==> config.mk <==
export PLATFORM = sky130hd
export DESIGN_NAME = clf_lock_fault_ctrl
export DESIGN_NICKNAME = d
export VERILOG_FILES = /design/src/pkg/clf_pkg.sv /design/src/hdl/clf_deglitch.sv /design/src/hdl/clf_retry_timer.sv /design/src/hdl/clf_lock_fault_ctrl.sv
export SDC_FILE = /design/constraint.sdc
export NUM_CORES = 1
export LEC_CHECK = 0
export BUFFER_PORTS_ARGS = -buffer_cell sky130_fd_sc_hd__buf_4
export CAP_MARGIN = 10
export CORE_AREA = 2 2 128 130
export DETAILED_ROUTE_END_ITERATION = 12
export DIE_AREA = 0 0 130 132
export PLACE_DENSITY = 0.56
export SLEW_MARGIN = 20
export SYNTH_ARGS = -nofsm -noshare
export SYNTH_HDL_FRONTEND = slang
export SYNTH_HIERARCHICAL = 1
export SYNTH_SLANG_ARGS = --single-unit
export TNS_END_PERCENT = 20
==> constraint.sdc <==
create_clock -name core_clk -period 4.3 [get_ports core_clk]
set_input_delay 0.215 -clock core_clk [delete_from_list [all_inputs] [get_ports core_clk]]
set_output_delay 0.215 -clock core_clk [all_outputs]
set_load 0.01 [all_outputs]
==> src/pkg/clf_pkg.sv <==
// Purpose: shared constants and types for the current-limit lock fault block
// Assumes: 20 MHz core clock, plain register port with 8-bit byte address
// Notes:   every offset, configuration, status and control field position, configuration and mask reset value and timing count lives here
`default_nettype none

package clf_pkg;

  // ****************************************************************
  // clock and timing
  // ****************************************************************
  localparam int CLK_FREQ_HZ        = 20_000_000;
  localparam int HZ_PER_MHZ         = 1_000_000;
  localparam int CYCLES_PER_US      = CLK_FREQ_HZ / HZ_PER_MHZ;
  localparam int LOCK_RETRY_TIME_MS = 500;
  localparam int LOCK_RETRY_CYCLES  = (CLK_FREQ_HZ / 1000) * LOCK_RETRY_TIME_MS;
  localparam int DEG_CNT_W          = 8;

  // ****************************************************************
  // register map
  // ****************************************************************
  localparam int          ADDR_W       = 8;
  localparam int          DATA_W       = 32;
  localparam logic [7:0]  OFS_CFG2     = 8'h00;
  localparam logic [7:0]  OFS_STATUS   = 8'h04;
  localparam logic [7:0]  OFS_MASK     = 8'h08;
  localparam logic [7:0]  OFS_CTRL     = 8'h0C;
  localparam logic [7:0]  OFS_STATE    = 8'h10;
  localparam logic [31:0] CFG2_RESET   = 32'h0000_0000;
  localparam logic [2:0]  MASK_RESET   = 3'h0;

  // fault_configuration_two fields
  localparam int THR_LSB     = 19;
  localparam int REACT_LSB   = 15;
  localparam int DEG_LSB     = 12;
  localparam int RSVD_BIT    = 11;
  localparam int RETRY_LSB   = 0;

  // status / mask bits
  localparam int STATUS_W    = 3;
  localparam int ST_DETECT   = 0;
  localparam int ST_LATCH    = 1;
  localparam int ST_AUTOCLR  = 2;

  // control bits
  localparam int CTRL_CLEAR   = 0;
  localparam int CTRL_RESTART = 1;

  // ****************************************************************
  // types
  // ****************************************************************
  typedef enum logic [1:0] {
    CLF_IDLE    = 2'b00,
    CLF_WAIT    = 2'b01,
    CLF_LATCHED = 2'b10
  } clf_state_t;

  typedef enum logic [1:0] {
    CLF_ACT_TRISTATE = 2'b00,
    CLF_ACT_RECIRC   = 2'b01,
    CLF_ACT_HS_BRAKE = 2'b10,
    CLF_ACT_LS_BRAKE = 2'b11
  } clf_action_t;

  // retry limit code to attempts, zero means no limit
  function automatic logic [4:0] clf_retry_limit(input logic [2:0] code);
    case (code)
      3'h1:    clf_retry_limit = 5'h02;
      3'h2:    clf_retry_limit = 5'h03;
      3'h3:    clf_retry_limit = 5'h05;
      3'h4:    clf_retry_limit = 5'h07;
      3'h5:    clf_retry_limit = 5'h0A;
      3'h6:    clf_retry_limit = 5'h0F;
      3'h7:    clf_retry_limit = 5'h14;
      default: clf_retry_limit = 5'h00;
    endcase
  endfunction

endpackage

`default_nettype wire

==> src/hdl/clf_deglitch.sv <==
// Purpose: deglitch filter for the current-limit lock condition
// Assumes: cond_in is already synchronous to core_clk
// Notes:   code 0 passes the level with one register of delay
`default_nettype none

module clf_deglitch
  import clf_pkg::*;
(
  // clock and reset
  input  wire logic       core_clk,
  input  wire logic       sys_rst,
  // filter
  input  wire logic       cond_in,
  input  wire logic [2:0] deg_code,
  output var  logic       cond_out
);

  logic [DEG_CNT_W-1:0] cnt_reg;
  logic [DEG_CNT_W-1:0] target;

  // persistence needed in cycles: code microseconds
  assign target = DEG_CNT_W'(deg_code) * DEG_CNT_W'(CYCLES_PER_US);

  // condition must persist target samples before it is passed on
  always_ff @(posedge core_clk)
  begin
    if (sys_rst || !cond_in)
    begin
      cnt_reg  <= '0;
      cond_out <= 1'b0;
    end
    else if (deg_code == 3'h0)
      cond_out <= 1'b1;
    else if (cnt_reg == target - 1'b1)
      cond_out <= 1'b1;
    else if (!cond_out)
      cnt_reg <= cnt_reg + 1'b1;
  end

  a_deg_persist: assert property (@(posedge core_clk) disable iff (sys_rst)
    $rose(cond_out) && $past(deg_code) != 3'h0 |-> $past(cond_in) && $past(cnt_reg) == $past(target) - 1'b1)
    else $error("deglitch output rose before the persistence time");

endmodule

`default_nettype wire

==> src/hdl/clf_retry_timer.sv <==
// Purpose: lock retry interval timer
// Assumes: run stays high for the whole wait
// Notes:   done is one cycle long; dropping run restarts the interval
`default_nettype none

module clf_retry_timer
  import clf_pkg::*;
#(
  parameter int CYCLES = LOCK_RETRY_CYCLES
)
(
  // clock and reset
  input  wire logic core_clk,
  input  wire logic sys_rst,
  // timer
  input  wire logic run,
  output var  logic done
);

  localparam int W = $clog2(CYCLES + 1);

  logic [W-1:0] cnt_reg;

  // count while the fault waits, pulse once at the end
  always_ff @(posedge core_clk)
  begin
    if (sys_rst || !run || done)
    begin
      cnt_reg <= '0;
      done    <= 1'b0;
    end
    else if (cnt_reg == W'(CYCLES - 1))
      done <= 1'b1;
    else
      cnt_reg <= cnt_reg + 1'b1;
  end

endmodule

`default_nettype wire

==> src/hdl/clf_lock_fault_ctrl.sv <==
// Purpose: current-limit lock detection, fault reaction and retry control
// Assumes: gate commands come from logic on core_clk, limit_hit is a raw pin
// Notes:   registers reached over a plain port, read data one cycle later
//
// Local design decisions: the placing of the registers and the plain strobed port.
`default_nettype none

// What this block does
// holds a 3-bit no-motor threshold code, 0.03125 A up to 0.625 A
// reaction codes 0-3 latch the fault, assert fault pin, pick stage state
// codes 4-7 clear the fault after the retry interval, same stage states
// automatic retries are counted; beyond the limit the fault latches
// high-side brake turns all high FETs on, low-side brake all low FETs
// codes 8-15 disable detection, no fault raised from this source
// deglitch code 0 means none, 1-7 means that many microseconds
// bit 11 of the configuration register is reserved, no function
// clearing or restarting resets the retry counter to zero
module clf_lock_fault_ctrl
  import clf_pkg::*;
#(
  parameter int RETRY_CYCLES = LOCK_RETRY_CYCLES
)
(
  // clock and reset
  input  wire logic              core_clk,
  input  wire logic              sys_rst,
  // register port
  input  wire logic [ADDR_W-1:0] reg_addr,
  input  wire logic [DATA_W-1:0] reg_wdata,
  input  wire logic              reg_wr,
  input  wire logic              reg_rd,
  output var  logic [DATA_W-1:0] reg_rdata,
  // current limit comparator
  input  wire logic              limit_hit,
  output var  logic [2:0]        no_motor_current_threshold,
  // gate commands from the motor controller
  input  wire logic [2:0]        hs_cmd,
  input  wire logic [2:0]        ls_cmd,
  // power stage
  output var  logic [2:0]        hs_gate,
  output var  logic [2:0]        ls_gate,
  output var  logic              stage_hiz,
  output var  logic              stage_recirc,
  // fault and interrupt
  output var  logic              fault_indication_out_n,
  output var  logic              irq
);

  // ****************************************************************
  // registers and decoded fields
  // ****************************************************************
  logic [DATA_W-1:0]   cfg2_reg;
  logic [STATUS_W-1:0] status_reg;
  logic [STATUS_W-1:0] status_next;
  logic [STATUS_W-1:0] mask_reg;
  logic [STATUS_W-1:0] status_set;
  logic [STATUS_W-1:0] w1c;
  clf_state_t          state_reg;
  clf_state_t          state_next;
  logic [4:0]          retry_cnt_reg;
  logic [4:0]          retry_cnt_next;
  logic [2:0]          sync_reg;
  logic                limit_level_reg;
  logic                limit_filt;
  logic                retry_done;

  logic [3:0]  current_limit_lock_reaction;
  logic [2:0]  current_limit_lock_deglitch;
  logic [2:0]  retry_code;
  logic [4:0]  retry_count_limit;
  logic        det_off;
  logic        det_auto;
  clf_action_t det_action;
  logic        det_evt;
  logic        wr_cfg2;
  logic        wr_ctrl;
  logic        fault_clear;
  logic        fault_restart;
  logic        cnt_over;

  // field decode; bit 11 is stored but steers nothing
  assign current_limit_lock_reaction = cfg2_reg[REACT_LSB +: 4];
  assign current_limit_lock_deglitch = cfg2_reg[DEG_LSB +: 3];
  assign retry_code                  = cfg2_reg[RETRY_LSB +: 3];
  assign retry_count_limit           = clf_retry_limit(retry_code);

  // reaction code split: top bit disables, next selects auto retry
  assign det_off    = current_limit_lock_reaction[3];
  assign det_auto   = current_limit_lock_reaction[2];
  assign det_action = clf_action_t'(current_limit_lock_reaction[1:0]);

  // write decode
  assign wr_cfg2       = reg_wr && (reg_addr == OFS_CFG2);
  assign wr_ctrl       = reg_wr && (reg_addr == OFS_CTRL);
  assign fault_clear   = wr_ctrl && reg_wdata[CTRL_CLEAR];
  assign fault_restart = wr_ctrl && reg_wdata[CTRL_RESTART];
  assign w1c           = (reg_wr && reg_addr == OFS_STATUS) ? reg_wdata[STATUS_W-1:0] : '0;

  // ****************************************************************
  // condition input: synchroniser and deglitch
  // ****************************************************************
  // three stages; level accepted only once stages two and three agree
  always_ff @(posedge core_clk)
  begin
    if (sys_rst)
    begin
      sync_reg        <= 3'h0;
      limit_level_reg <= 1'b0;
    end
    else
    begin
      sync_reg <= {sync_reg[1:0], limit_hit};
      if (sync_reg[1] == sync_reg[2])
        limit_level_reg <= sync_reg[2];
    end
  end

  clf_deglitch u_deglitch (
    .core_clk (core_clk),
    .sys_rst  (sys_rst),
    .cond_in  (limit_level_reg),
    .deg_code (current_limit_lock_deglitch),
    .cond_out (limit_filt)
  );

  clf_retry_timer #(
    .CYCLES (RETRY_CYCLES)
  ) u_retry_timer (
    .core_clk (core_clk),
    .sys_rst  (sys_rst),
    .run      (state_reg == CLF_WAIT),
    .done     (retry_done)
  );

  // ****************************************************************
  // fault state machine
  // ****************************************************************
  // a detection only counts while the stage is running normally
  assign det_evt  = limit_filt && !det_off && (state_reg == CLF_IDLE);
  assign cnt_over = (retry_count_limit != 5'h00) && (retry_cnt_reg >= retry_count_limit);

  // next state; software clear and restart both release a latched fault
  always_comb
  begin
    state_next = state_reg;
    case (state_reg)
      CLF_IDLE:
      begin
        if (det_evt && det_auto && !cnt_over)
          state_next = CLF_WAIT;
        else if (det_evt)
          state_next = CLF_LATCHED;
      end
      CLF_WAIT:
      begin
        if (fault_restart)
          state_next = CLF_IDLE;
        else if (retry_done)
          state_next = CLF_IDLE;
      end
      CLF_LATCHED:
      begin
        if (fault_clear || fault_restart)
          state_next = CLF_IDLE;
      end
      default: state_next = CLF_IDLE;
    endcase
  end

  always_ff @(posedge core_clk)
  begin
    if (sys_rst)
      state_reg <= CLF_IDLE;
    else
      state_reg <= state_next;
  end

  // retry counter; saturates so a long no-limit run cannot wrap
  always_comb
  begin
    retry_cnt_next = retry_cnt_reg;
    if (fault_clear || fault_restart)
      retry_cnt_next = 5'h00;
    else if (det_evt && det_auto && retry_cnt_reg != 5'h1F)
      retry_cnt_next = retry_cnt_reg + 5'h01;
  end

  always_ff @(posedge core_clk)
  begin
    if (sys_rst)
      retry_cnt_reg <= 5'h00;
    else
      retry_cnt_reg <= retry_cnt_next;
  end

  // ****************************************************************
  // power stage and fault pin
  // ****************************************************************
  // in any fault state the selected reaction overrides the commands
  always_ff @(posedge core_clk)
  begin
    if (sys_rst)
    begin
      hs_gate      <= 3'h0;
      ls_gate      <= 3'h0;
      stage_hiz    <= 1'b1;
      stage_recirc <= 1'b0;
    end
    else if (state_reg == CLF_IDLE)
    begin
      hs_gate      <= hs_cmd;
      ls_gate      <= ls_cmd;
      stage_hiz    <= 1'b0;
      stage_recirc <= 1'b0;
    end
    else
    begin
      hs_gate      <= (det_action == CLF_ACT_HS_BRAKE) ? 3'h7 : 3'h0;
      ls_gate      <= (det_action == CLF_ACT_LS_BRAKE) ? 3'h7 : 3'h0;
      stage_hiz    <= (det_action == CLF_ACT_TRISTATE);
      stage_recirc <= (det_action == CLF_ACT_RECIRC);
    end
  end

  // fault pin low while any lock fault is active
  always_ff @(posedge core_clk)
  begin
    if (sys_rst)
      fault_indication_out_n <= 1'b1;
    else
      fault_indication_out_n <= (state_reg == CLF_IDLE);
  end

  // threshold code goes to the no-motor comparator through one register
  always_ff @(posedge core_clk)
  begin
    if (sys_rst)
      no_motor_current_threshold <= 3'h0;
    else
      no_motor_current_threshold <= cfg2_reg[THR_LSB +: 3];
  end

  // ****************************************************************
  // register file and interrupt
  // ****************************************************************
  // configuration is plain read/write, reserved bit kept as written
  always_ff @(posedge core_clk)
  begin
    if (sys_rst)
      cfg2_reg <= CFG2_RESET;
    else if (wr_cfg2)
      cfg2_reg <= reg_wdata;
  end

  always_ff @(posedge core_clk)
  begin
    if (sys_rst)
      mask_reg <= MASK_RESET;
    else if (reg_wr && reg_addr == OFS_MASK)
      mask_reg <= reg_wdata[STATUS_W-1:0];
  end

  // sticky events; a set in the clearing cycle wins over the clear
  assign status_set[ST_DETECT]  = det_evt;
  assign status_set[ST_LATCH]   = (state_next == CLF_LATCHED) && (state_reg != CLF_LATCHED);
  assign status_set[ST_AUTOCLR] = (state_reg == CLF_WAIT) && retry_done && !fault_restart;
  assign status_next            = (status_reg & ~w1c) | status_set;

  always_ff @(posedge core_clk)
  begin
    if (sys_rst)
      status_reg <= '0;
    else
      status_reg <= status_next;
  end

  always_ff @(posedge core_clk)
  begin
    if (sys_rst)
      irq <= 1'b0;
    else
      irq <= |(status_next & mask_reg);
  end

  // read data stand only in the cycle after the strobe
  always_ff @(posedge core_clk)
  begin
    if (sys_rst || !reg_rd)
      reg_rdata <= '0;
    else
    begin
      case (reg_addr)
        OFS_CFG2:   reg_rdata <= cfg2_reg;
        OFS_STATUS: reg_rdata <= DATA_W'(status_reg);
        OFS_MASK:   reg_rdata <= DATA_W'(mask_reg);
        OFS_STATE:  reg_rdata <= DATA_W'({retry_cnt_reg, limit_filt, state_reg});
        default:    reg_rdata <= '0;
      endcase
    end
  end

  // ****************************************************************
  // checks
  // ****************************************************************
  a_thr_follow: assert property (@(posedge core_clk) disable iff (sys_rst)
    wr_cfg2 |=> ##1 no_motor_current_threshold == $past(reg_wdata[THR_LSB +: 3], 2))
    else $error("threshold output does not follow the written code");

  a_latch_react: assert property (@(posedge core_clk) disable iff (sys_rst)
    det_evt && !det_auto |=> state_reg == CLF_LATCHED ##1 !fault_indication_out_n)
    else $error("latched reaction did not latch and flag the fault");

  a_auto_clear: assert property (@(posedge core_clk) disable iff (sys_rst)
    state_reg == CLF_WAIT && retry_done && !fault_restart |=> state_reg == CLF_IDLE ##1 fault_indication_out_n)
    else $error("automatic fault not cleared after the retry interval");

  a_retry_over: assert property (@(posedge core_clk) disable iff (sys_rst)
    det_evt && det_auto && retry_count_limit != 5'h00 && retry_cnt_reg >= retry_count_limit
    |=> state_reg == CLF_LATCHED)
    else $error("retry limit exceeded without latching");

  a_hs_brake: assert property (@(posedge core_clk) disable iff (sys_rst)
    state_reg != CLF_IDLE && det_action == CLF_ACT_HS_BRAKE |=> hs_gate == 3'h7 && ls_gate == 3'h0)
    else $error("high-side brake not applied");

  a_ls_brake: assert property (@(posedge core_clk) disable iff (sys_rst)
    state_reg != CLF_IDLE && det_action == CLF_ACT_LS_BRAKE |=> ls_gate == 3'h7 && hs_gate == 3'h0)
    else $error("low-side brake not applied");

  a_det_off: assert property (@(posedge core_clk) disable iff (sys_rst)
    state_reg == CLF_IDLE && det_off |=> state_reg == CLF_IDLE)
    else $error("fault raised while detection is disabled");

  a_cnt_reset: assert property (@(posedge core_clk) disable iff (sys_rst)
    fault_clear || fault_restart |=> retry_cnt_reg == 5'h00)
    else $error("retry counter not reset on clear");

  a_tristate: assert property (@(posedge core_clk) disable iff (sys_rst)
    state_reg != CLF_IDLE && det_action == CLF_ACT_TRISTATE |=> stage_hiz && hs_gate == 3'h0 && ls_gate == 3'h0)
    else $error("tristate reaction not applied");

  a_recirc_react: assert property (@(posedge core_clk) disable iff (sys_rst)
    state_reg != CLF_IDLE && det_action == CLF_ACT_RECIRC |=> stage_recirc && hs_gate == 3'h0 && ls_gate == 3'h0)
    else $error("recirculation reaction not applied");

  a_auto_wait: assert property (@(posedge core_clk) disable iff (sys_rst)
    det_evt && det_auto && !cnt_over |=> state_reg == CLF_WAIT)
    else $error("automatic reaction did not enter the retry wait");

  a_fault_pin: assert property (@(posedge core_clk) disable iff (sys_rst)
    state_reg != CLF_IDLE |=> !fault_indication_out_n)
    else $error("fault pin not driven low during a lock fault");

endmodule

`default_nettype wire

==> summary.md, run 1 <==
| Metric | Value |
|---|---|
| Die Wd | `130 microns` |
| DP HPWL | `8960 microns` |
| DR WL/cell | `13.7 microns` |
| Sink Count | `128` |
| Nets | `758` |
| Largest net degree at the start of global routing | `60` |
| Crit-path cells | `ha_1 > ha_1 > or4_4 > nor2_4 > xnor2_2 > o21bai_4 > or3_2 > a21oi_1` |
| Fin util | `44.0%` |
| Buf/Inv on CP | `0` |
| FF-to-FF path depth | `8` |
| Setup crit end kind | `register` |
| CTS Buf Count | `17` |
| Critical path arrival | `2.81 ns` |
| Gr ovfl total | `0` |
| # DRC | `0` |
| Fin. max-slew vios | `0` |
| Worst R2R Start | `cfg2_reg[12]` |
| LEAKAGE | `2.66 nW` |
| Fin crit period | `2.46 ns` |
| CP Max Fanout | `10` |
| FMAX | `406 MHz` |
| RSZ-0062 raised after global routing | `false` |
| Row cnt | `46` |
| Mux cell area share after synthesis | `3.74%` |
| # fillers | `1535` |
| Total wire length | `12600 microns` |
| Detail Route Antenna Nets | `0` |
| Initial detailed-routing violation count | `299` |
| Outcome | `finished clean` |
| Ports | `96` |
| Top post-synthesis cells by area | `dfxtp_1 48%, nand2_1 7.0%, a21oi_1 5.2%` |
| Final Hold Viols | `0` |
| Seq/Total Area, Yosys | `47.6%` |
| Antenna violations before repair | `0` |
| Most frequent cells after synthesis | `128 x dfxtp_1, 100 x nand2_1, 56 x a21oi_1` |
| Fraction of layout cells with a size suffix above 1 | `21.1%` |
| Worst-skew pair later-pin latency | `0.42 ns` |
| CTS tree | `done` |
| CTS max path bufs | `2` |
| Diode count | `0` |
| Worst reg2reg setup slack | `1.84 ns` |
| Slew at the pin closest to its max-slew limit | `0.636 ns` |
| Pre-Repair DR Iteration Count | `5` |
| Root buffer cell | `clkbuf_16` |
| Gate Count Post-Synth | `601` |
| Layout area overhead | `28.5%` |
| Hold_buf cts | `0` |
| Fin Setup TNS | `0 ns` |
| Yosys top cell by area | `dfxtp_1` |
| Ys Warns | `6` |
| Slowest Stage Delay on Critical Path | `0.46 ns` |
| Reg-to-reg critical path endpoint | `u_deglitch/cnt_reg[6]` |
| DIE HEIGHT | `132 microns` |
| Crit start category | `register` |
| DR vias | `4517` |
| Design Power | `2.76 mW` |
| Post-synth EDFFs | `0` |
| Synthesized area | `5380 sq um` |
| MaxCap Viol Count | `0` |
| Critical Path RT | `4.65 ns` |
| Total number of H-tree levels | `4` |
| Worst vdd ir | `0.000275 V` |
| Dominant synthesized flop cell | `dfxtp_1` |
| Clk_skew | `0.00955 ns` |
| Power per standard cell area | `398 nW/um^2` |
| Top-count cell post-synth | `dfxtp_1` |
| Synth Area per Inst | `8.96 sq um` |
| Ys async rst share | `0%` |
| Yosys cell types | `60` |
| Largest family of logic cells by synthesized area | `simple AND/OR/NAND/NOR gates` |
| Clock transition at the registers of the reported paths | `0.06 ns` |
| FF+latch count, synth | `128` |
| Drt via density | `4.90` |
| Die area | `17200 sq um` |
| Compound-Gate Fraction of Synth Area | `12.0%` |
| Kind of critical path | `reg2reg` |
| Worst hold endpoint | `sync_reg[0]` |
| Max_slew headroom | `57.6%` |
| Min-delay src | `limit_hit` |
| # setup viols final | `0` |
| Cell depth of the worst hold path | `2` |
| Tcrit/Tclk final | `57.2%` |
| Cts repair resizes | `0` |
| Post-Syn Nets | `666` |
| Share of the synthesized area in the top cell type | `47.6%` |
| Crit-path most repeated cell | `ha_1` |
| Simple-gate share of the synthesized area | `26.9%` |
| GRT Util Overall | `15.0%` |
| Worst hold path type | `in2reg` |
| Final GP Congestion | `0.800` |
| Vias in the first global route | `4232` |
| XOR/XNOR share of the synthesized area | `3.56%` |
| IO buf count | `95` |
| CP max-delay cell | `or3_2` |
| Starting Density | `34.3%` |
| Post-CTS setup buffers | `0` |
| First-pass GRT wire length | `20500 microns` |
| Core Footprint | `15700 sq um` |
| Post-synthesis adder-cell area fraction | `3.44%` |
| Top delay family on crit path | `simple AND/OR/NAND/NOR gates` |
==> power breakdown <==
group	total, mW	switching [mW]	internal (mW)
Sequential	1.19	0.00174	1.19
Combinational	0.0775	0.0365	0.0410
Clock	1.49	0.548	0.938
Total	2.76	0.586	2.17
==> cell type report <==
type / count / area [sq um] / area share (%)
Inverter: 13 / 48.8 / 0.705
Clock buffer: 19 / 443 / 6.40
Multi-Input combinational cell: 435 / 2680 / 38.7
Tap cell: 216 / 270 / 3.91
Sequential cell: 128 / 2560 / 37.0
Clock inverter: 13 / 178 / 2.57
Timing Repair Buffer: 98 / 739 / 10.7
==> kinds of logic (layout without fill, tap and decap cells) <==
| kind of cell | Yosys count | count (layout) |
|---|---|---|
| XOR/XNOR | 21 | 21 |
| AND/OR/NAND/NOR | 273 | 273 |
| AO/OA/AOI/OAI | 106 | 106 |
| adder cells (fa/ha/maj) | 15 | 15 |
| buffers and inverters | 38 | 143 |
| flip-flops | 128 | 128 |
| multiplexers | 20 | 20 |
==> routing by layer <==
metal / wire length, microns / GRT usage [%] / share of wire, % / vias to the layer above
li1: - / - / - / 2290
met1: 5780 / 18.8 / 46 / 2095
met2: 6040 / 24.6 / 48 / 120
met3: 596 / 4.38 / 4.7 / 12
met4: 178 / 5.14 / 1.4 / 0
met5: 0 / 0 / 0 / -
==> placed cells by master (no fill, tap or decap), types with 3 or more instances in the layout <==
cell / n
dfxtp_1: 128
nand2_1: 100
buf_4: 97
a21oi_1: 56
nor2_1: 37
and2_1: 25
mux2i_1: 19
nand3_1: 18
clkbuf_16: 17
xnor2_1: 14
ha_1: 14
inv_1: 13
nor3_1: 13
nor2b_1: 12
nand4_1: 10
o21ai_0: 10
o31ai_1: 9
or4_1: 9
xor2_1: 6
nand2b_1: 6
nor4_1: 6
and3_1: 5
or3_1: 5
clkinv_4: 5
a31oi_1: 4
o211ai_1: 3
a22oi_1: 3
o21a_1: 3
bufinv_16: 3
o21ai_1: 3
or3_2: 3
and4_1: 3
==> how the worst max path moves through the flow <==
stage | slack [ns] | cells after the start | start | end
after floorplan | 1.99 | 8 | cfg2_reg[12] | u_deglitch/cnt_reg[4]
after global placement | 1.92 | 8 | cfg2_reg[12] | u_deglitch/cnt_reg[6]
after detailed placement | 1.84 | 8 | cfg2_reg[12] | u_deglitch/cnt_reg[4]
after CTS | 1.83 | 8 | cfg2_reg[12] | u_deglitch/cnt_reg[4]
after global routing | 1.68 | 7 | cfg2_reg[12] | u_deglitch/cnt_reg[6]
final | 1.84 | 8 | cfg2_reg[12] | u_deglitch/cnt_reg[6]
==> worst reg2reg max path: cells and delay by family, from the launching register on <==
family | cells | cell delay, ns
and+or+nand+nor | 3 | 1.01
DFF | 1 | 0.38
AOI/OAI and AO/OA | 2 | 0.30
adders and majority gates | 2 | 0.54
xor gates and xnor gates | 1 | 0.15
==> metrics by stage <==
stage / std cells / instance area [sq um] / hold WS [ns] / setup slack, ns
2_1_floorplan: 601 / 5380 / 0.343 / 1.99
3_3_place_gp: 889 / 6280 / 0.435 / 1.92
3_5_place_dp: 889 / 6280 / 0.431 / 1.84
4_1_cts: 921 / 6900 / 0.00508 / 1.83
5_1_grt: 922 / 6920 / 0.0186 / 1.68
6_report: 922 / 6920 / 0.0201 / 1.84
Power figures use the tool's default switching activity.
==> run 2: changes to the inputs <==
- ABC_AREA: unset -> 1
- CORE_AREA: 2 2 128 130 -> 2 2 131 133
- DIE_AREA: 0 0 130 132 -> 0 0 133 135
- clock period: 4.3 -> 2.3 ns (I/O delays scaled with it)
==> run 2 against run 1 <==
Sequential share of layout area is 3.4 points lower; sequential cell count stayed put; critical path depth is 5 higher; fmax is 20% higher; register-to-register slack worse by 1.6 ns; utilization is 2.4 points higher; non-clock buffer count is 42 higher.
==> summary.md, run 2 <==
| Metric | Value |
|---|---|
| Critical Path RT | `2.65 ns (-2.00 ns)` |
| IO buf count | `95 (unchanged)` |
| GRT Util Overall | `16.2% (+1.2 points)` |
| Gate Count Post-Synth | `780 (+30%)` |
| DR vias | `5206 (+15%)` |
| DIE HEIGHT | `135 microns (+2.3%)` |
| Diode count | `0 (unchanged)` |
| Starting Density | `34.4% (+0.16 points)` |
| Fin Setup TNS | `0 ns (unchanged)` |
| Tcrit/Tclk final | `89.4% (+32 points)` |
| Worst hold path type | `in2reg` |
| Clock transition at the registers of the reported paths | `0.06 ns (about the same)` |
| LEAKAGE | `2.99 nW (+12%)` |
| Most frequent cells in the layout | `145 x nand2_1, 128 x dfxtp_1, 121 x nor2_1` |
| DR WL/cell | `12.1 microns (-11%)` |
| Ys async rst share | `0% (unchanged)` |
| Most common cell after layout, fill and taps aside | `nand2_1` |
| Drt via density | `4.52 (-7.8%)` |
| Vias in the first global route | `5060 (+20%)` |
| MaxCap Viol Count | `0 (unchanged)` |
| CTS max path bufs | `2 (unchanged)` |
| Power per standard cell area | `688 nW/um^2 (+73%)` |
| Total number of H-tree levels | `4 (unchanged)` |
| Setup crit start | `cfg2_reg[12]` |
| Kind of critical path | `reg2reg` |
| Final GP Congestion | `0.828 (+3.5%)` |
| Synth Area per Inst | `7.24 sq um (-19%)` |
| Post-Syn Nets | `845 (+27%)` |
| Clk_skew | `0.00759 ns (-0.00196 ns)` |
| Top post-synthesis cells by area | `dfxtp_1 45%, nand2_1 9.6%, nor2_1 8.0%` |
| Crit start category | `register` |
| Pre-Repair DR Iteration Count | `4 (-1)` |
| Critical path arrival | `2.41 ns (-0.40 ns)` |
| Slew at the pin closest to its max-slew limit | `0.558 ns (-0.0771 ns)` |
| Seq/Total Area, Yosys | `45.4% (-2.2 points)` |
| Total wire length | `14000 microns (+11%)` |
| First-pass GRT wire length | `23300 microns (+13%)` |
| Crit-path most repeated cell | `nand2_1` |
| Fraction of layout cells with a size suffix above 1 | `17.4% (-3.7 points)` |
| Antenna violations before repair | `0 (unchanged)` |
| # DRC | `0 (unchanged)` |
| FMAX | `486 MHz (+20%)` |
| Row cnt | `47 (+2.2%)` |
| # fillers | `1643 (+7.0%)` |
| Detail Route Antenna Nets | `0 (unchanged)` |
| Fin crit period | `2.06 ns (-0.405 ns)` |
| Outcome | `finished clean` |
| CTS Buf Count | `17 (unchanged)` |
| RSZ-0062 raised after global routing | `false` |
| Sink Count | `128 (unchanged)` |
| Buf/Inv on CP | `1 (+1)` |
| Die Wd | `133 microns (+2.3%)` |
| Top delay family on crit path | `simple AND/OR/NAND/NOR gates` |
| Dominant synthesized flop cell | `dfxtp_1` |
| Yosys top cell by area | `dfxtp_1` |
| Top-count cell post-synth | `nand2_1` |
| CTS tree | `done` |
| Post-synth EDFFs | `0 (unchanged)` |
| Setup crit end kind | `register` |
| Min-delay src | `reg_wdata[12]` |
| Largest net degree at the start of global routing | `59 (-1.7%)` |
| CP max-delay cell | `dfxtp_1` |
| Yosys cell types | `34 (-43%)` |
| Ports | `96 (unchanged)` |
| CP Max Fanout | `11 (+1)` |
| # setup viols final | `0 (unchanged)` |
| Post-CTS setup buffers | `0 (unchanged)` |
| Max_slew headroom | `62.8% (+5.1 points)` |
| Most frequent cells after synthesis | `145 x nand2_1, 128 x dfxtp_1, 121 x nor2_1` |
| Placed Area | `6600 sq um (+5.0%)` |
| Gr ovfl total | `0 (unchanged)` |
| Fin. max-slew vios | `0 (unchanged)` |
| Initial detailed-routing violation count | `260 (-13%)` |
| Final Hold Viols | `0 (unchanged)` |
| Worst R2R Start | `cfg2_reg[12]` |
| FF+latch count, synth | `128 (unchanged)` |
| DP HPWL | `9960 microns (+11%)` |
| Nets | `985 (+30%)` |
| Ys Warns | `6 (unchanged)` |
| Synthesized area | `5650 sq um (+4.9%)` |
| Share of the synthesized area in the top cell type | `45.4% (-2.2 points)` |
| Core Footprint | `16400 sq um (+4.4%)` |
| Worst vdd ir | `0.000475 V (+73%)` |
| Die area | `18000 sq um (+4.6%)` |
| Finished Cell Area | `7610 sq um (+10%)` |
| Root buffer cell | `clkbuf_16` |
| Layout area overhead | `34.8%` |
| Worst-skew pair later-pin latency | `0.42 ns (about the same)` |
| Slowest Stage Delay on Critical Path | `0.35 ns (-0.11 ns)` |
| Crit-path cells | `ha_1 > ha_1 > ha_1 > inv_1 > nand2_1 > nand2_1 > nand2_1 > nand2_1 > nor2_2 > nand3_4 > nand2_4 > nand2_1 > a21oi_1` |
==> run 2: cell count changes after synthesis, sizes merged, moves of 12 or more <==
| cell | before | now |
|---|---|---|
| inv | 13 | 108 |
| nor2 | 39 | 130 |
| nand2 | 101 | 148 |
| nand3 | 18 | 56 |
| o21ai | 14 | 45 |
| and2 | 26 | 0 |
| mux2i | 19 | 0 |
| nor3 | 13 | 30 |
| nor2b | 12 | 0 |
==> run 2: power by group <==
| group | leakage, nW | switching (mW) | internal [mW] | total [mW] |
|---|---|---|---|---|
| clock network | 0.290 | 1.00 | 1.79 | 2.79 |
| registers | 1.03 | 0.00345 | 2.23 | 2.23 |
| logic | 1.67 | 0.0892 | 0.122 | 0.212 |
| total | 2.99 | 1.09 | 4.14 | 5.24 |
==> run 2: metrics by stage <==
stage               hold slack (ns)  total power [mW]  setup slack (ns)  cells  utilization [%]
finish                       0.0211              5.24             0.244   1153             46.4
global route                 0.0387              5.42            0.0583   1153             46.4
CTS                         0.00483              5.30             0.143   1153             46.3
floorplan                     0.222              2.34             0.467    780                -
detailed placement            0.328              2.44             0.201   1083             40.2
global placement              0.321              2.44             0.208   1083             40.2
==> run 2: final timing paths <==
check                                to  slack (ns)  cells after the start
setup / recovery  u_deglitch/cnt_reg[2]        0.24                     13
hold reg to reg             sync_reg[1]        0.41                      2
setup reg to reg  u_deglitch/cnt_reg[2]        0.24                     13
hold / removal             cfg2_reg[12]        0.02                      3
==> run 2: cell type report <==
class                   count  area, sq um  area share, %
multi-input cells         524         2600           34.1
flip-flops and latches    128         2560           33.7
well taps                 220          275           3.61
repair buffers            140         1150           15.1
inverters                 109          409           5.37
clock inverters            12          159           2.09
clock buffers              20          467           6.13
==> run 2: cell families (layout without fill, tap and decap cells) <==
group | count (synthesis) | after routing | synth area share [%]
AOI/OAI and AO/OA | 126 | 126 | 11.7
xor gates and xnor gates | 12 | 12 | 1.86
and+or+nand+nor | 372 | 372 | 29.1
buffers and inverters | 128 | 281 | 8.88
adders and majority gates | 14 | 14 | 3.10
DFF | 128 | 128 | 45.4
==> run 2: tightest hold or removal path, stage by stage <==
cell	delay, ns
buf_4	0.07
o21ai_0	0.09
a21oi_1	0.12
==> run 2: routing by layer <==
layer	up-vias	share of wire, %	track usage [%]
met5	-	0	0
met4	0	1.9	6.21
met3	18	3.3	4.05
met2	77	49	28.1
met1	2336	46	19.4
li1	2775	-	-
==> run 2: timing repair <==
| action | in CTS | in global routing |
|---|---|---|
| endpoints found under the hold margin | 39 | 0 |
| resized for setup | 0 | 2 |
| hold buffers | 38 | 0 |
| endpoints found under the setup margin | 0 | 7 |
==> run 3: changes to the inputs <==
- CORE_AREA: 2 2 131 133 -> 2 2 108 110
- DIE_AREA: 0 0 133 135 -> 0 0 110 112
- PLACE_DENSITY: 0.56 -> 0.74
- SETUP_SLACK_MARGIN: unset -> 0.2
- SYNTH_HIERARCHICAL: 1 -> unset
==> run 3 against run 2 <==
Sequential share of layout area is 1.3 points higher; combinational power is 4% lower; setup slack better by 0.031 ns; die area is 31% lower; critical path type unchanged.
==> summary.md, run 3 <==
| Metric | Value |
|---|---|
| Worst vdd ir | `0.000514 V (+8.1%)` |
| Share of the synthesized area in the top cell type | `47.3% (+1.9 points)` |
| Ys Warns | `0 (-6)` |
| MaxCap Viol Count | `0 (unchanged)` |
| DIE HEIGHT | `112 microns (-17%)` |
| Post-synth EDFFs | `0 (unchanged)` |
| IO buf count | `95 (unchanged)` |
| Tcrit/Tclk final | `88.1% (-1.3 points)` |
| CTS Buf Count | `17 (unchanged)` |
| Nets | `924 (-6.2%)` |
| Placed Area | `6260 sq um (-5.1%)` |
| Crit-path most repeated cell | `ha_4` |
| Worst hold path type | `in2reg` |
| Sink Count | `128 (unchanged)` |
| Critical Path RT | `2.60 ns (-0.05 ns)` |
| Synth Area per Inst | `7.52 sq um (+3.8%)` |
| Register area | `2570 sq um (+0.20%)` |
| FF+latch count, synth | `128 (unchanged)` |
| CTS tree | `done` |
| Slew at the pin closest to its max-slew limit | `0.666 ns (+0.108 ns)` |
| Yosys top cell by area | `dfxtp_1` |
| # fillers | `905 (-45%)` |
| CTS max path bufs | `2 (unchanged)` |
| Most frequent cells after synthesis | `128 x dfxtp_1, 116 x nand2_1, 107 x nor2_1` |
| Dominant synthesized flop cell | `dfxtp_1` |
| Total wire length | `14100 microns (+0.90%)` |
| RSZ-0062 raised after global routing | `false` |
| Yosys cell types | `37 (+8.8%)` |
| Worst-skew pair later-pin latency | `0.42 ns (about the same)` |
| Outcome | `finished clean` |
| LEAKAGE | `2.97 nW (-0.66%)` |
| Slowest Stage Delay on Critical Path | `0.36 ns (about the same)` |
| Gate Count Post-Synth | `721 (-7.6%)` |
| Vias in the first global route | `5009 (-1.0%)` |
| Final GP Congestion | `0.907 (+9.6%)` |
| Seq/Total Area, Yosys | `47.3% (+1.9 points)` |
| Most common cell after layout, fill and taps aside | `dfxtp_1` |
| # setup viols final | `0 (unchanged)` |
| Total number of H-tree levels | `4 (unchanged)` |
| Initial detailed-routing violation count | `291 (+12%)` |
| # DRC | `0 (unchanged)` |
| Fin. max-slew vios | `0 (unchanged)` |
| Kind of critical path | `reg2reg` |
| Crit-path cells | `ha_4 > ha_4 > ha_4 > nor2_4 > nand2_2 > o21ai_2 > nand2_1 > nor2_2 > nand3_4 > buf_6 > nand3_1 > a21oi_2` |
| Clk_skew | `0.00689 ns (-0.000692 ns)` |
| FMAX | `494 MHz (+1.5%)` |
| Core Footprint | `11200 sq um (-32%)` |
| Multi-input logic area | `2550 sq um (-1.6%)` |
| Drt via density | `5.13 (+14%)` |
| CP Max Fanout | `5 (-6)` |
| Fraction of layout cells with a size suffix above 1 | `20.4% (+3.0 points)` |
| Power per standard cell area | `700 nW/um^2 (+1.7%)` |
| DR vias | `5209 (+0.058%)` |
| Fin crit period | `2.03 ns (-0.0310 ns)` |
| Gr ovfl total | `0 (unchanged)` |
| Die area | `12300 sq um (-31%)` |
| Largest net degree at the start of global routing | `41 (-31%)` |
| Final Hold Viols | `0 (unchanged)` |
| Clock transition at the registers of the reported paths | `0.06 ns (about the same)` |
| Top-count cell post-synth | `dfxtp_1` |
| Die Wd | `110 microns (-17%)` |
| Synthesized area | `5420 sq um (-4.1%)` |
| Post-Syn Nets | `786 (-7.0%)` |
| Row cnt | `39 (-17%)` |
| Pre-Repair DR Iteration Count | `5 (+1)` |
| Setup crit end kind | `register` |
| DR WL/cell | `13.9 microns (+15%)` |
| DP HPWL | `9490 microns (-4.7%)` |
| Design Power | `5.14 mW (-1.9%)` |
| GRT Util Overall | `23.5% (+7.3 points)` |
| CP max-delay cell | `dfxtp_4` |
| Antenna violations before repair | `0 (unchanged)` |
| Critical path arrival | `2.32 ns (-0.09 ns)` |
| Worst reg2reg setup slack | `0.27 ns (+0.03 ns)` |
| Most frequent cells in the layout | `126 x dfxtp_1, 112 x nand2_1, 105 x nor2_1` |
| Starting Density | `48.5% (+14 points)` |
| Detail Route Antenna Nets | `0 (unchanged)` |
| Top post-synthesis cells by area | `dfxtp_1 47%, nand2_1 8.0%, nor2_1 7.4%` |
| Finished Cell Area | `7340 sq um (-3.5%)` |
| Crit start category | `register` |
| Ys async rst share | `0% (unchanged)` |
| Layout area overhead | `35.5%` |
| Ports | `96 (unchanged)` |
| First-pass GRT wire length | `22600 microns (-2.9%)` |
| Diode count | `0 (unchanged)` |
| Root buffer cell | `clkbuf_16` |
| Max_slew headroom | `55.5% (-7.2 points)` |
| Fin util | `65.7% (+19 points)` |
## run 3: changes by cell type after synthesis, sizes merged, moves of 3 or more
cell   change
nand2     -28
nor3       -3
o22ai      -6
o21ai     +10
nand3     -12
nand4      +5
a21oi      +3
nor2      -19
inv       -24
or2        +6
## run 3: per-stage QoR
stage          hold slack, ns  cells  setup TNS [ns]  setup slack (ns)
2_1_floorplan           0.222    721               0             0.318
3_3_place_gp            0.319    945               0             0.173
3_5_place_dp            0.326    945         -0.0637           -0.0363
4_1_cts              0.000692   1013               0             0.225
5_1_grt                0.0161   1015               0             0.184
6_report               0.0109   1015               0             0.275
## run 3: cell type report
| cell class | instances | area share (%) |
|---|---|---|
| clock buffers | 23 | 6.37 |
| clock inverters | 9 | 1.79 |
| inverters | 85 | 4.34 |
| multi-input cells | 489 | 34.8 |
| flip-flops and latches | 128 | 35.0 |
| well taps | 143 | 2.44 |
| repair buffers | 138 | 15.3 |
## run 3: cell families after synthesis
kind of cell               Yosys count  synth area share [%]
AOI/OAI and AO/OA                  137                  13.2
buffers and inverters              104                  7.57
and+or+nand+nor                    325                  26.6
xor gates and xnor gates            13                  2.10
DFF                                128                  47.3
adders and majority gates           14                  3.23
## run 3: power breakdown
part           leakage [nW]  internal (mW)  switching [mW]
logic                  1.66          0.116          0.0877
registers              1.03           2.23         0.00387
clock network         0.284           1.76           0.943
total                  2.97           4.10            1.03
## run 3: final timing paths
path | from | end | cells past startpoint
max | cfg2_reg[12] | u_deglitch.cnt_reg[0] | 12
min | reg_wdata[2] | cfg2_reg[2] | 3
max reg2reg | cfg2_reg[12] | u_deglitch.cnt_reg[0] | 12
min reg2reg | sync_reg[0] | sync_reg[1] | 2
## run 3: worst max-delay path: cells and delay by family (launching register included)
family | cells | cell delay [ns]
and+or+nand+nor | 6 | 0.62
adders and majority gates | 3 | 0.58
DFF | 1 | 0.36
AOI/OAI and AO/OA | 2 | 0.20
buffers and inverters | 1 | 0.16
## run 3: routing by layer
metal  vias to the layer above  wire length (microns)  GRT usage [%]
met2                       164                   7050           39.6
met3                        27                    935           7.55
met5                         -                      0              0
li1                       2624                      -              -
met4                         0                    310           9.37
met1                      2394                   5820           27.3
## run 3: repair_timing
item	in CTS	in global routing
setup buffers	2	2
endpoints found under the setup margin	8	9
gates resized for setup	8	20
hold endpoints to repair	34	0
pin swaps	2	7
hold buffers	34	0
